**src/include/pin_select_defs.svh**
```systemverilog
/*
  Register offsets, field positions and reset values of the port A
  timer pin selection block.
  Assumes inclusion by bare name from the package.
*/
`ifndef PIN_SELECT_DEFS_SVH
`define PIN_SELECT_DEFS_SVH

`define OFF_TIMER_MODE 8'h00
`define OFF_CH0_IO_CTRL 8'h04
`define OFF_WIDE_CTRL0 8'h08
`define OFF_WIDE_CTRL1 8'h0C
`define OFF_WIDE_CTRL2 8'h10
`define OFF_NARROW0_CTRL 8'h14
`define OFF_NARROW2_CTRL 8'h18
`define OFF_PATTERN_EN 8'h1C
`define OFF_PORT_DIR 8'h20
`define OFF_PORT_DATA 8'h24
`define OFF_PIN_STATUS 8'h28

`define PULSE_MODE_POS 0
`define IO_A_LSB 0
`define IO_B_LSB 4
`define PRESCALE_LSB 0
`define CLOCK_SEL_LSB 0
`define PIN2_POS 2
`define PIN3_POS 3
`define REG_RESET 8'h00

`define RESP_OKAY 2'h0
`define RESP_SLVERR 2'h2

`endif

```
**src/include/pin_select_pkg.sv**
```systemverilog
/*
  Types of the port A timer pin selection block.
  Assumes pin_select_defs.svh on the include path.
*/
`include "pin_select_defs.svh"

package pin_select_pkg;

  // signals the timers and pattern unit offer for the two pins
  typedef struct packed {
    logic cmp_a;
    logic cmp_b;
    logic pattern2;
    logic pattern3;
  } timer_drive_t;

  // inputs handed on to the timers
  typedef struct packed {
    logic capture_a;
    logic capture_b;
    logic ext_clock_c;
    logic ext_clock_d;
  } timer_sense_t;

  typedef enum logic [1:0] {
    FUNC_PORT_IN,
    FUNC_PORT_OUT,
    FUNC_PATTERN,
    FUNC_TIMER_OUT
  } pin_func_t;

endpackage

```
**src/hdl/port_a_timer_pin_select.sv**
```systemverilog
/*
  Pin function selection of port A bits 2 and 3 with an AXI4-Lite
  register slave.
  Assumes pins are synchronous to aclk; the caller resolves the pad.
*/
// Chosen here: the address map and the AXI4-Lite register port.
`timescale 1ns/1ns

module port_a_timer_pin_select
  import pin_select_pkg::*;
#(
  parameter int ADDR_W = 8,
  parameter int NUM_WIDE = 3
)
(
  // clock and reset
  input wire logic aclk,
  input wire logic aresetn,
  // axi4-lite write
  input wire logic [ADDR_W-1:0] s_axi_awaddr,
  input wire logic s_axi_awvalid,
  output logic s_axi_awready,
  input wire logic [31:0] s_axi_wdata,
  input wire logic [3:0] s_axi_wstrb,
  input wire logic s_axi_wvalid,
  output logic s_axi_wready,
  output logic [1:0] s_axi_bresp,
  output logic s_axi_bvalid,
  input wire logic s_axi_bready,
  // axi4-lite read
  input wire logic [ADDR_W-1:0] s_axi_araddr,
  input wire logic s_axi_arvalid,
  output logic s_axi_arready,
  output logic [31:0] s_axi_rdata,
  output logic [1:0] s_axi_rresp,
  output logic s_axi_rvalid,
  input wire logic s_axi_rready,
  // timer side
  input wire timer_drive_t timer_drive,
  output timer_sense_t timer_sense,
  // pins, index 0 is port bit 2, index 1 is port bit 3
  input wire logic [1:0] pin_in,
  output logic [1:0] pin_out,
  output logic [1:0] pin_oe
);

  localparam int NREG = 10;
  localparam logic [7:0] OFFS [NREG] = '{`OFF_TIMER_MODE, `OFF_CH0_IO_CTRL,
    `OFF_WIDE_CTRL0, `OFF_WIDE_CTRL1, `OFF_WIDE_CTRL2, `OFF_NARROW0_CTRL,
    `OFF_NARROW2_CTRL, `OFF_PATTERN_EN, `OFF_PORT_DIR, `OFF_PORT_DATA};

  logic [7:0] regs_r [NREG];
  logic [ADDR_W-1:0] awaddr_r;
  logic [31:0] wdata_r;
  logic wstrb0_r;
  logic aw_got_r;
  logic w_got_r;
  logic [1:0] func_a_r;
  logic [1:0] func_b_r;
  logic [1:0] pin_in_r;

  // write channel
  wire aw_hs = s_axi_awvalid & s_axi_awready;
  wire w_hs = s_axi_wvalid & s_axi_wready;
  wire do_write = aw_got_r & w_got_r & ~s_axi_bvalid;
  wire [NREG-1:0] wr_hit;
  wire [NREG-1:0] rd_hit;
  wire wr_mapped = |wr_hit;
  wire rd_mapped = (|rd_hit) | (s_axi_araddr[7:0] == `OFF_PIN_STATUS);

  genvar gi;
  generate
    for (gi = 0; gi < NREG; gi++)
    begin : g_reg
      assign wr_hit[gi] = (awaddr_r[7:0] == OFFS[gi]);
      assign rd_hit[gi] = (s_axi_araddr[7:0] == OFFS[gi]);
      always_ff @(posedge aclk)
      begin
        if (!aresetn)
          regs_r[gi] <= `REG_RESET;
        else if (do_write && wr_hit[gi] && wstrb0_r)
          regs_r[gi] <= wdata_r[7:0];
      end
    end
  endgenerate

  // field decode
  wire pulse_mode = regs_r[0][`PULSE_MODE_POS];
  wire [2:0] io_a = regs_r[1][`IO_A_LSB +: 3];
  wire [2:0] io_b = regs_r[1][`IO_B_LSB +: 3];
  wire [2:0] narrow0_sel = regs_r[5][`CLOCK_SEL_LSB +: 3];
  wire [2:0] narrow2_sel = regs_r[6][`CLOCK_SEL_LSB +: 3];
  wire pat_en2 = regs_r[7][`PIN2_POS];
  wire pat_en3 = regs_r[7][`PIN3_POS];
  wire dir2 = regs_r[8][`PIN2_POS];
  wire dir3 = regs_r[8][`PIN3_POS];
  wire dout2 = regs_r[9][`PIN2_POS];
  wire dout3 = regs_r[9][`PIN3_POS];

  wire [NUM_WIDE-1:0] presc_c;
  wire [NUM_WIDE-1:0] presc_d;
  generate
    for (gi = 0; gi < NUM_WIDE; gi++)
    begin : g_wide
      assign presc_c[gi] = (regs_r[2+gi][`PRESCALE_LSB +: 3] == 3'h6);
      assign presc_d[gi] = (regs_r[2+gi][`PRESCALE_LSB +: 3] == 3'h7);
    end
  endgenerate

  // compare output on bit 2 when pulse mode; on either bit when io top bit 0 with low bits nonzero, bit 3 only outside pulse mode
  wire tmr_out_a = pulse_mode | (~io_a[2] & (|io_a[1:0]));
  wire tmr_out_b = ~pulse_mode & ~io_b[2] & (|io_b[1:0]);
  wire cap_a_sel = io_a[2];
  wire cap_b_sel = ~pulse_mode & io_b[2];
  wire clk_c_sel = (|presc_c) | (narrow0_sel[2:1] == 2'h3);
  wire clk_d_sel = (|presc_d) | (narrow2_sel[2:1] == 2'h3);

  wire [1:0] func_a_nxt = tmr_out_a ? FUNC_TIMER_OUT : !dir2 ? FUNC_PORT_IN :
                          pat_en2 ? FUNC_PATTERN : FUNC_PORT_OUT;
  wire [1:0] func_b_nxt = tmr_out_b ? FUNC_TIMER_OUT : !dir3 ? FUNC_PORT_IN :
                          pat_en3 ? FUNC_PATTERN : FUNC_PORT_OUT;
  wire out_a_nxt = tmr_out_a ? timer_drive.cmp_a :
                   pat_en2 ? timer_drive.pattern2 : dout2;
  wire out_b_nxt = tmr_out_b ? timer_drive.cmp_b :
                   pat_en3 ? timer_drive.pattern3 : dout3;

  // pin drive
  always_ff @(posedge aclk)
  begin
    if (!aresetn)
    begin
      pin_out <= 2'h0;
      pin_oe <= 2'h0;
      func_a_r <= FUNC_PORT_IN;
      func_b_r <= FUNC_PORT_IN;
    end
    else
    begin
      pin_out <= {out_b_nxt, out_a_nxt};
      pin_oe <= {func_b_nxt != FUNC_PORT_IN, func_a_nxt != FUNC_PORT_IN};
      func_a_r <= func_a_nxt;
      func_b_r <= func_b_nxt;
    end
  end

  // timer inputs keep sampling whatever the pin direction
  always_ff @(posedge aclk)
  begin
    if (!aresetn)
    begin
      timer_sense <= '0;
      pin_in_r <= 2'h0;
    end
    else
    begin
      timer_sense.capture_a <= cap_a_sel & pin_in[0];
      timer_sense.capture_b <= cap_b_sel & pin_in[1];
      timer_sense.ext_clock_c <= clk_c_sel & pin_in[0];
      timer_sense.ext_clock_d <= clk_d_sel & pin_in[1];
      pin_in_r <= pin_in;
    end
  end

  // write address and data taken in either order
  always_ff @(posedge aclk)
  begin
    if (!aresetn)
    begin
      aw_got_r <= 1'b0;
      w_got_r <= 1'b0;
      awaddr_r <= '0;
      wdata_r <= 32'h0;
      wstrb0_r <= 1'b0;
      s_axi_awready <= 1'b0;
      s_axi_wready <= 1'b0;
      s_axi_bvalid <= 1'b0;
      s_axi_bresp <= `RESP_OKAY;
    end
    else
    begin
      s_axi_awready <= ~aw_got_r & ~aw_hs & ~s_axi_bvalid;
      s_axi_wready <= ~w_got_r & ~w_hs & ~s_axi_bvalid;
      if (aw_hs)
      begin
        aw_got_r <= 1'b1;
        awaddr_r <= s_axi_awaddr;
      end
      if (w_hs)
      begin
        w_got_r <= 1'b1;
        wdata_r <= s_axi_wdata;
        wstrb0_r <= s_axi_wstrb[0];
      end
      if (do_write)
      begin
        aw_got_r <= 1'b0;
        w_got_r <= 1'b0;
        s_axi_bvalid <= 1'b1;
        s_axi_bresp <= wr_mapped ? `RESP_OKAY : `RESP_SLVERR;
      end
      else if (s_axi_bvalid && s_axi_bready)
        s_axi_bvalid <= 1'b0;
    end
  end

  // read channel
  logic [31:0] rd_word;
  always_comb
  begin
    rd_word = 32'h0;
    for (int i = 0; i < NREG; i++)
      if (rd_hit[i])
        rd_word = {24'h0, regs_r[i]};
    if (s_axi_araddr[7:0] == `OFF_PIN_STATUS)
      rd_word = {24'h0, pin_in_r, pin_oe, func_b_r, func_a_r};
  end

  wire ar_hs = s_axi_arvalid & s_axi_arready;

  always_ff @(posedge aclk)
  begin
    if (!aresetn)
    begin
      s_axi_arready <= 1'b0;
      s_axi_rvalid <= 1'b0;
      s_axi_rdata <= 32'h0;
      s_axi_rresp <= `RESP_OKAY;
    end
    else
    begin
      s_axi_arready <= ~s_axi_rvalid & ~ar_hs;
      if (ar_hs)
      begin
        s_axi_rvalid <= 1'b1;
        s_axi_rdata <= rd_word;
        s_axi_rresp <= rd_mapped ? `RESP_OKAY : `RESP_SLVERR;
      end
      else if (s_axi_rvalid && s_axi_rready)
        s_axi_rvalid <= 1'b0;
    end
  end

  // checks
  chk_a_port_in: assert property (@(posedge aclk) disable iff (!aresetn)
    !tmr_out_a && !dir2 |=> !pin_oe[0] && func_a_r == FUNC_PORT_IN)
    else $error("bit 2 should be a port input");

  chk_a_port_out: assert property (@(posedge aclk) disable iff (!aresetn)
    !tmr_out_a && dir2 && !pat_en2 |=> pin_oe[0] && pin_out[0] == $past(dout2))
    else $error("bit 2 port output wrong");

  chk_a_pattern_out: assert property (@(posedge aclk) disable iff (!aresetn)
    !tmr_out_a && dir2 && pat_en2
    |=> pin_oe[0] && pin_out[0] == $past(timer_drive.pattern2))
    else $error("bit 2 pattern output wrong");

  chk_a_compare_out: assert property (@(posedge aclk) disable iff (!aresetn)
    (pulse_mode || (!io_a[2] && io_a[1:0] != 2'h0))
    |=> pin_oe[0] && pin_out[0] == $past(timer_drive.cmp_a))
    else $error("bit 2 compare output not driven");

  chk_capture_a_route: assert property (@(posedge aclk) disable iff (!aresetn)
    io_a[2] |=> timer_sense.capture_a == $past(pin_in[0]))
    else $error("capture a not routed");

  chk_clock_c_route: assert property (@(posedge aclk) disable iff (!aresetn)
    (regs_r[2][2:0] == 3'h6 || regs_r[3][2:0] == 3'h6 || regs_r[4][2:0] == 3'h6)
    |=> timer_sense.ext_clock_c == $past(pin_in[0]))
    else $error("clock c not taken from bit 2");

  chk_clock_c_narrow: assert property (@(posedge aclk) disable iff (!aresetn)
    narrow0_sel[2:1] == 2'h3 && $stable(pin_in[0]) |=> timer_sense.ext_clock_c == pin_in_r[0])
    else $error("narrow clock c not taken");

  chk_clock_c_off: assert property (@(posedge aclk) disable iff (!aresetn)
    !clk_c_sel |=> !timer_sense.ext_clock_c)
    else $error("clock c active while unselected");

  chk_clock_d_route: assert property (@(posedge aclk) disable iff (!aresetn)
    clk_d_sel |=> timer_sense.ext_clock_d == $past(pin_in[1]))
    else $error("clock d not taken from bit 3");

  chk_b_compare_out: assert property (@(posedge aclk) disable iff (!aresetn)
    tmr_out_b |=> pin_oe[1] && pin_out[1] == $past(timer_drive.cmp_b))
    else $error("bit 3 compare output not driven");

  chk_input_sampled: assert property (@(posedge aclk) disable iff (!aresetn)
    !pin_oe[0] && cap_a_sel && $past(cap_a_sel)
    |-> timer_sense.capture_a == $past(pin_in[0]))
    else $error("input pin not sampled for capture");

  chk_bresp_hold: assert property (@(posedge aclk) disable iff (!aresetn)
    s_axi_bvalid && !s_axi_bready |=> s_axi_bvalid && $stable(s_axi_bresp))
    else $error("write response dropped");

endmodule

```
**config.mk**
```make
export PLATFORM = sky130hd
export DESIGN_NAME = port_a_timer_pin_select
export DESIGN_NICKNAME = d
export VERILOG_FILES = /design/src/include/pin_select_pkg.sv /design/src/hdl/port_a_timer_pin_select.sv
export VERILOG_INCLUDE_DIRS = /design/src /design/src/include
export SDC_FILE = /design/constraint.sdc
export NUM_CORES = 1
export LEC_CHECK = 0
export ABC_CLOCK_PERIOD_IN_PS = 6100
export BUFFER_PORTS_ARGS = -buffer_cell sky130_fd_sc_hd__buf_2
export CAP_MARGIN = 20
export CORE_ASPECT_RATIO = 1.25
export CORE_UTILIZATION = 36
export DETAILED_ROUTE_END_ITERATION = 10
export PLACE_DENSITY = 0.61
export SLEW_MARGIN = 10
export SYNTH_ARGS = -nofsm -noshare
export SYNTH_HDL_FRONTEND = slang
export SYNTH_SLANG_ARGS = --single-unit
```
**constraint.sdc**
```tcl
create_clock -name aclk -period 6.1 [get_ports aclk]
set_input_delay 0.305 -clock aclk [delete_from_list [all_inputs] [get_ports aclk]]
set_output_delay 0.305 -clock aclk [all_outputs]
set_load 0.02 [all_outputs]
```
# After elaboration in Yosys (flattened, before gate mapping)
# Memory sizes are Yosys's and may differ from the RTL's.
# Index checks and enable logic that the tools add are counted.
# Widths: inputs -> output; s select.
# totals
in_bits,65
output_inout_bits,49
elab_cells,196
mem_bits_rw,80
mem_bits_ro,0
memories,1
ff_bits,74
latchBits,0
# op_classes
n_mul,0
order_cmp,0
shifts,0
addsub,0
n_reduce_logical,35
div_mod_pow,0
n_eq_ne,27
n_mux,68
bitwise_logic,43
# memory_table
memory,depth,width,read_ports,rd_ports_with_merged_regs,write_ports,line_no,source
regs_r,10,8,10,0,10,port_a_timer_pin_select.sv:52,logic [7:0] regs_r [NREG];
# op_table
op,count
$mux 32,10
$mux 8,11
$eq 8x5->1 const B,8
$eq 8x6->1 const B,5
$mux 1,39
$eq 8x4->1 const B,4
$logic_and 1x1->1,22
$reduce_or 10->1,2
$and 1x1->1,18
$eq 3x3->1 const B,6
$eq 8x3->1 const B,2
$logic_not 8->1,2
$mux 2,8
$or 1x1->1,14
$not 1->1,11
$reduce_bool 2->1,4
$reduce_or 2->1,3
$reduce_or 3->1,2
$eq 2x2->1 const B,2

# Logic depth before layout (Yosys ltp)
# depth
word_depth,12
mapped_depth,8
depth_no_buf,5

# Least setup slack after synthesis
# Ideal clock, no wire load.
# synth_timing
path_kind,register -> register
from,register s_axi_bvalid
to,"memory regs_r[5][0], enable pin"
setup_ps,384
required_time_ps,5716
stages_incl_launch_ff,5
n_path_buf,0
period_less_slack_ps,2085
arrival_time_ps,1701
path_slack_ps,4015
path_cell_list,dfxtp_1 > and3b_1 > and3_1 > nand3b_1 > o21ai_0
# synth_lines
item,line_no,source
from (decl),port_a_timer_pin_select.sv:28,"output logic s_axi_bvalid,"
from (signal assigned),port_a_timer_pin_select.sv:176,s_axi_bvalid <= 1'b0;
from (signal assigned),port_a_timer_pin_select.sv:198,s_axi_bvalid <= 1'b1;
from (signal assigned),port_a_timer_pin_select.sv:202,s_axi_bvalid <= 1'b0;
to (decl),port_a_timer_pin_select.sv:52,

==> results.py <==
metrics = {
    "layout": {
        "final_common_cell": "and2_1",
        "final_cell_mix": "85 x and2_1, 80 x edfxtp_1, 63 x buf_2",
        "stdcell_count": 862,
        "fillers": 1597,
        "final_nets": 698,
        "drive_above_1_share": 0.184,
        "antenna_cells": 0,
        "areaGrowthSynthToFinish_pct": 16.1,
    },
    "pwr": {
        "p_per_area_mw_per_mm2": 294,
        "intPower_mw": 1.61,
        "p_switching_mw": 0.474,
        "power_leakage_nw": 2.66,
        "comb_power_share": 0.072,
        "pwr-share-clk": 0.458,
        "vdd_drop_max_uv": 170,
        "power_mw": 2.08,
        "seqPwrFrac": 0.470,
        "switching_share": 0.228,
    },
    "timing": {
        "finalMaxSlewViolations": 0,
        "tns_ps": 0,
        "max_freq_ghz": 0.431,
        "rsz0062_at_grt": "false",
        "slew_headroom": 0.291,
        "finalHoldWorstSlack_ps": 132,
        "worst_pin_slew_ps": 1050,
        "min_period_ps": 2320,
        "setup_ws_ps": 3780,
        "setup_viol": 0,
        "clock_skew_ps": 5.30,
        "hold_viol": 0,
        "period_share": 0.380,
    },
    "die": {
        "io_pins": 114,
        "rows": 52,
        "die_h_um": 147,
        "die_w_um": 118,
        "start_util": 0.371,
        "die_area_mm2": 0.0174,
        "coreArea_mm2": 0.0164,
    },
    "clock_network": {
        "clk_path_buf_depth": 2,
        "cts_resized": 0,
        "cts_made_buffers": 17,
        "clockRootBuffer": "clkbuf_16",
        "hold_buffers": 0,
        "cts_tree": "built",
        "insertion_delay_ps": 410,
        "clk_pin_slew_worst_paths_ps": 50,
        "cts.sinks": 128,
        "cts.htree.levels": 4,
        "cts_setup_buffers": 0,
    },
    "yosys": {
        "async_flop_share": 0,
        "synth.avg_cell_area_um2": 10.6,
        "synth_ff_type": "edfxtp_1",
        "postSynthCellCount": 575,
        "yosysWarnings": 0,
        "yosys.area.top_type": "edfxtp_1",
        "synth_top_area_share": 0.395,
        "synth_area_mm2": 0.00609,
        "synth-seq-cells": 128,
        "synth-edff-count": 80,
        "synth_seq_area_share": 0.552,
        "yosysUniqueCellTypes": 60,
        "synth_area_leaders": "edfxtp_1 39%, dfxtp_1 16%, and2_1 8.7%",
    },
    "route": {
        "routed_wl_mm": 14.6,
        "drc": 0,
        "dr_total_vias": 4392,
        "wl_met1_mm": 6.39,
        "drt-initial-drc-count": 313,
        "ant_nets": 0,
        "wl_met3_um": 775,
        "routed.top_layer": "met4",
        "vias_per_cell": 5.10,
        "dr.pass1.iters": 5,
        "met2_length_mm": 6.89,
        "wl_per_cell_um": 16.9,
    },
    "min_path": {
        "hp-class": "in2reg",
        "min_delay_path_depth": 2,
    },
    "placement": {
        "dp_hpwl_mm": 10.3,
        "gp_congestion": 0.817,
        "preCtsSetupSlack_ps": 3610,
        "dp_cells": 826,
        "port_buffers": 60,
    },
    "critical_path": {
        "cp_max_fo": 8,
        "endpoint": "regs_r[6][1]$_SDFFCE_PN0P_",
        "r2r_end": "regs_r[6][1]$_SDFFCE_PN0P_",
        "crit_required_ps": 6130,
        "crit_start": "s_axi_bvalid$_SDFFE_PN0P_",
        "r2r_slack_ps": 3780,
        "cp_slowest_cell": "o21ai_0",
        "crit_arrival_ps": 2350,
        "end_kind": "register",
        "rr_startpoint": "s_axi_bvalid$_SDFFE_PN0P_",
        "cpPeakStageDelay_ps": 870,
        "worst_setup_path_start_kind": "register",
        "cp_cell_sequence": "and3b_1 > and3_1 > nand3b_1 > o21ai_0",
        "r2r_cells": 4,
        "crit_type": "reg2reg",
    },
    "global_routing": {
        "grt_pass1_vias": 4258,
        "grt_overflow_total": 0,
        "grt_usage": 0.175,
        "grt_max_degree": 55,
        "grt_pass1_wl_mm": 23.0,
        "antenna_found_initial": 0,
    },
    "run": {
        "drv_cap": 0,
    },
    "outcome": {
        "run_status": "finished, final reports clean",
    },
}
-- metal layers --
layer,GRT usage,vias to the layer above
li1,-,2129
met1,0.219,2051
met2,0.279,178
met3,0.0444,34
met4,0.0910,0
met5,0,-
-- worst min path at each step --
stage                               from                        to  slack, ps
2_1_floorplan       w_got_r$_SDFFE_PP0P_   s_axi_wready$_SDFF_PN0_        430
3_3_place_gp   s_axi_rvalid$_SDFFE_PN0P_  s_axi_arready$_SDFF_PN0_        430
3_5_place_dp   s_axi_rvalid$_SDFFE_PN0P_  s_axi_arready$_SDFF_PN0_        430
4_1_cts                   timer_drive[2]     pin_out[1]$_SDFF_PN0_        120
5_1_grt                   timer_drive[2]     pin_out[1]$_SDFF_PN0_        110
6_report                  timer_drive[2]     pin_out[1]$_SDFF_PN0_        130
-- worst max-delay path, delay by kind of cell, from the launching register on --
family | cells | cell delay (ps)
AO/OA/AOI/OAI | 1 | 870
flip-flops | 1 | 330
AND/OR/NAND/NOR | 3 | 750
-- power groups by stage --
stage	combinational [mW]	clock (mW)	sequential (mW)
5_1_grt	0.165	1.00	0.981
6_report	0.151	0.953	0.977
2_1_floorplan	0.110	0	0.990
3_5_place_dp	0.149	0	0.995
3_3_place_gp	0.147	0	0.994
4_1_cts	0.150	0.965	0.978
-- state kept, by name, summed over array words and instances, names as in the netlist, 4 cells and up --
signal       count
wdata_r          8
timer_sense      4
regs_r          80
awaddr_r         8
s_axi_rdata      8
-- synthesized netlist by cell type, types with 4 or more instances --
library cell  number
nand2b_1           7
edfxtp_1          80
o21ai_0           34
a21boi_0          22
nor2_1            29
nor3_1            15
and3_1             4
nor2b_1            8
nand3_1           25
o211ai_1           4
a31oi_1            4
dfxtp_1           48
buf_2              5
and2_1            85
clkbuf_1          24
buf_4             26
o21ai_1            5
mux4_2             8
nand2_1           62
a21oi_1           14
-- layout make-up --
type,count,area [um^2],area share
multi-input cells,411,2480,0.350
repair buffers,71,375,0.0531
flip-flops and latches,128,3360,0.476
clock inverters,5,25.0,0.00354
well taps,216,270,0.0382
clock buffers,27,544,0.0770
inverters,4,15.0,0.00212
-- logic make-up (layout without fill, tap and decap cells) --
kind of cell | Yosys count | count (layout) | synth area share
compound gates | 123 | 123 | 0.137
buf+inv | 61 | 107 | 0.0571
flops | 128 | 128 | 0.552
mux | 11 | 11 | 0.0347
other cells | 1 | 26 | 0.000616
simple gates | 251 | 251 | 0.218
-- stage by stage --
step	instance area (um^2)	utilization
after floorplan	6180	-
after global placement	6480	0.395
after detailed placement	6480	0.395
after CTS	7050	0.430
after global routing	7070	0.431
final	7070	0.431
No activity file was read; power rests on OpenSTA's default activity.
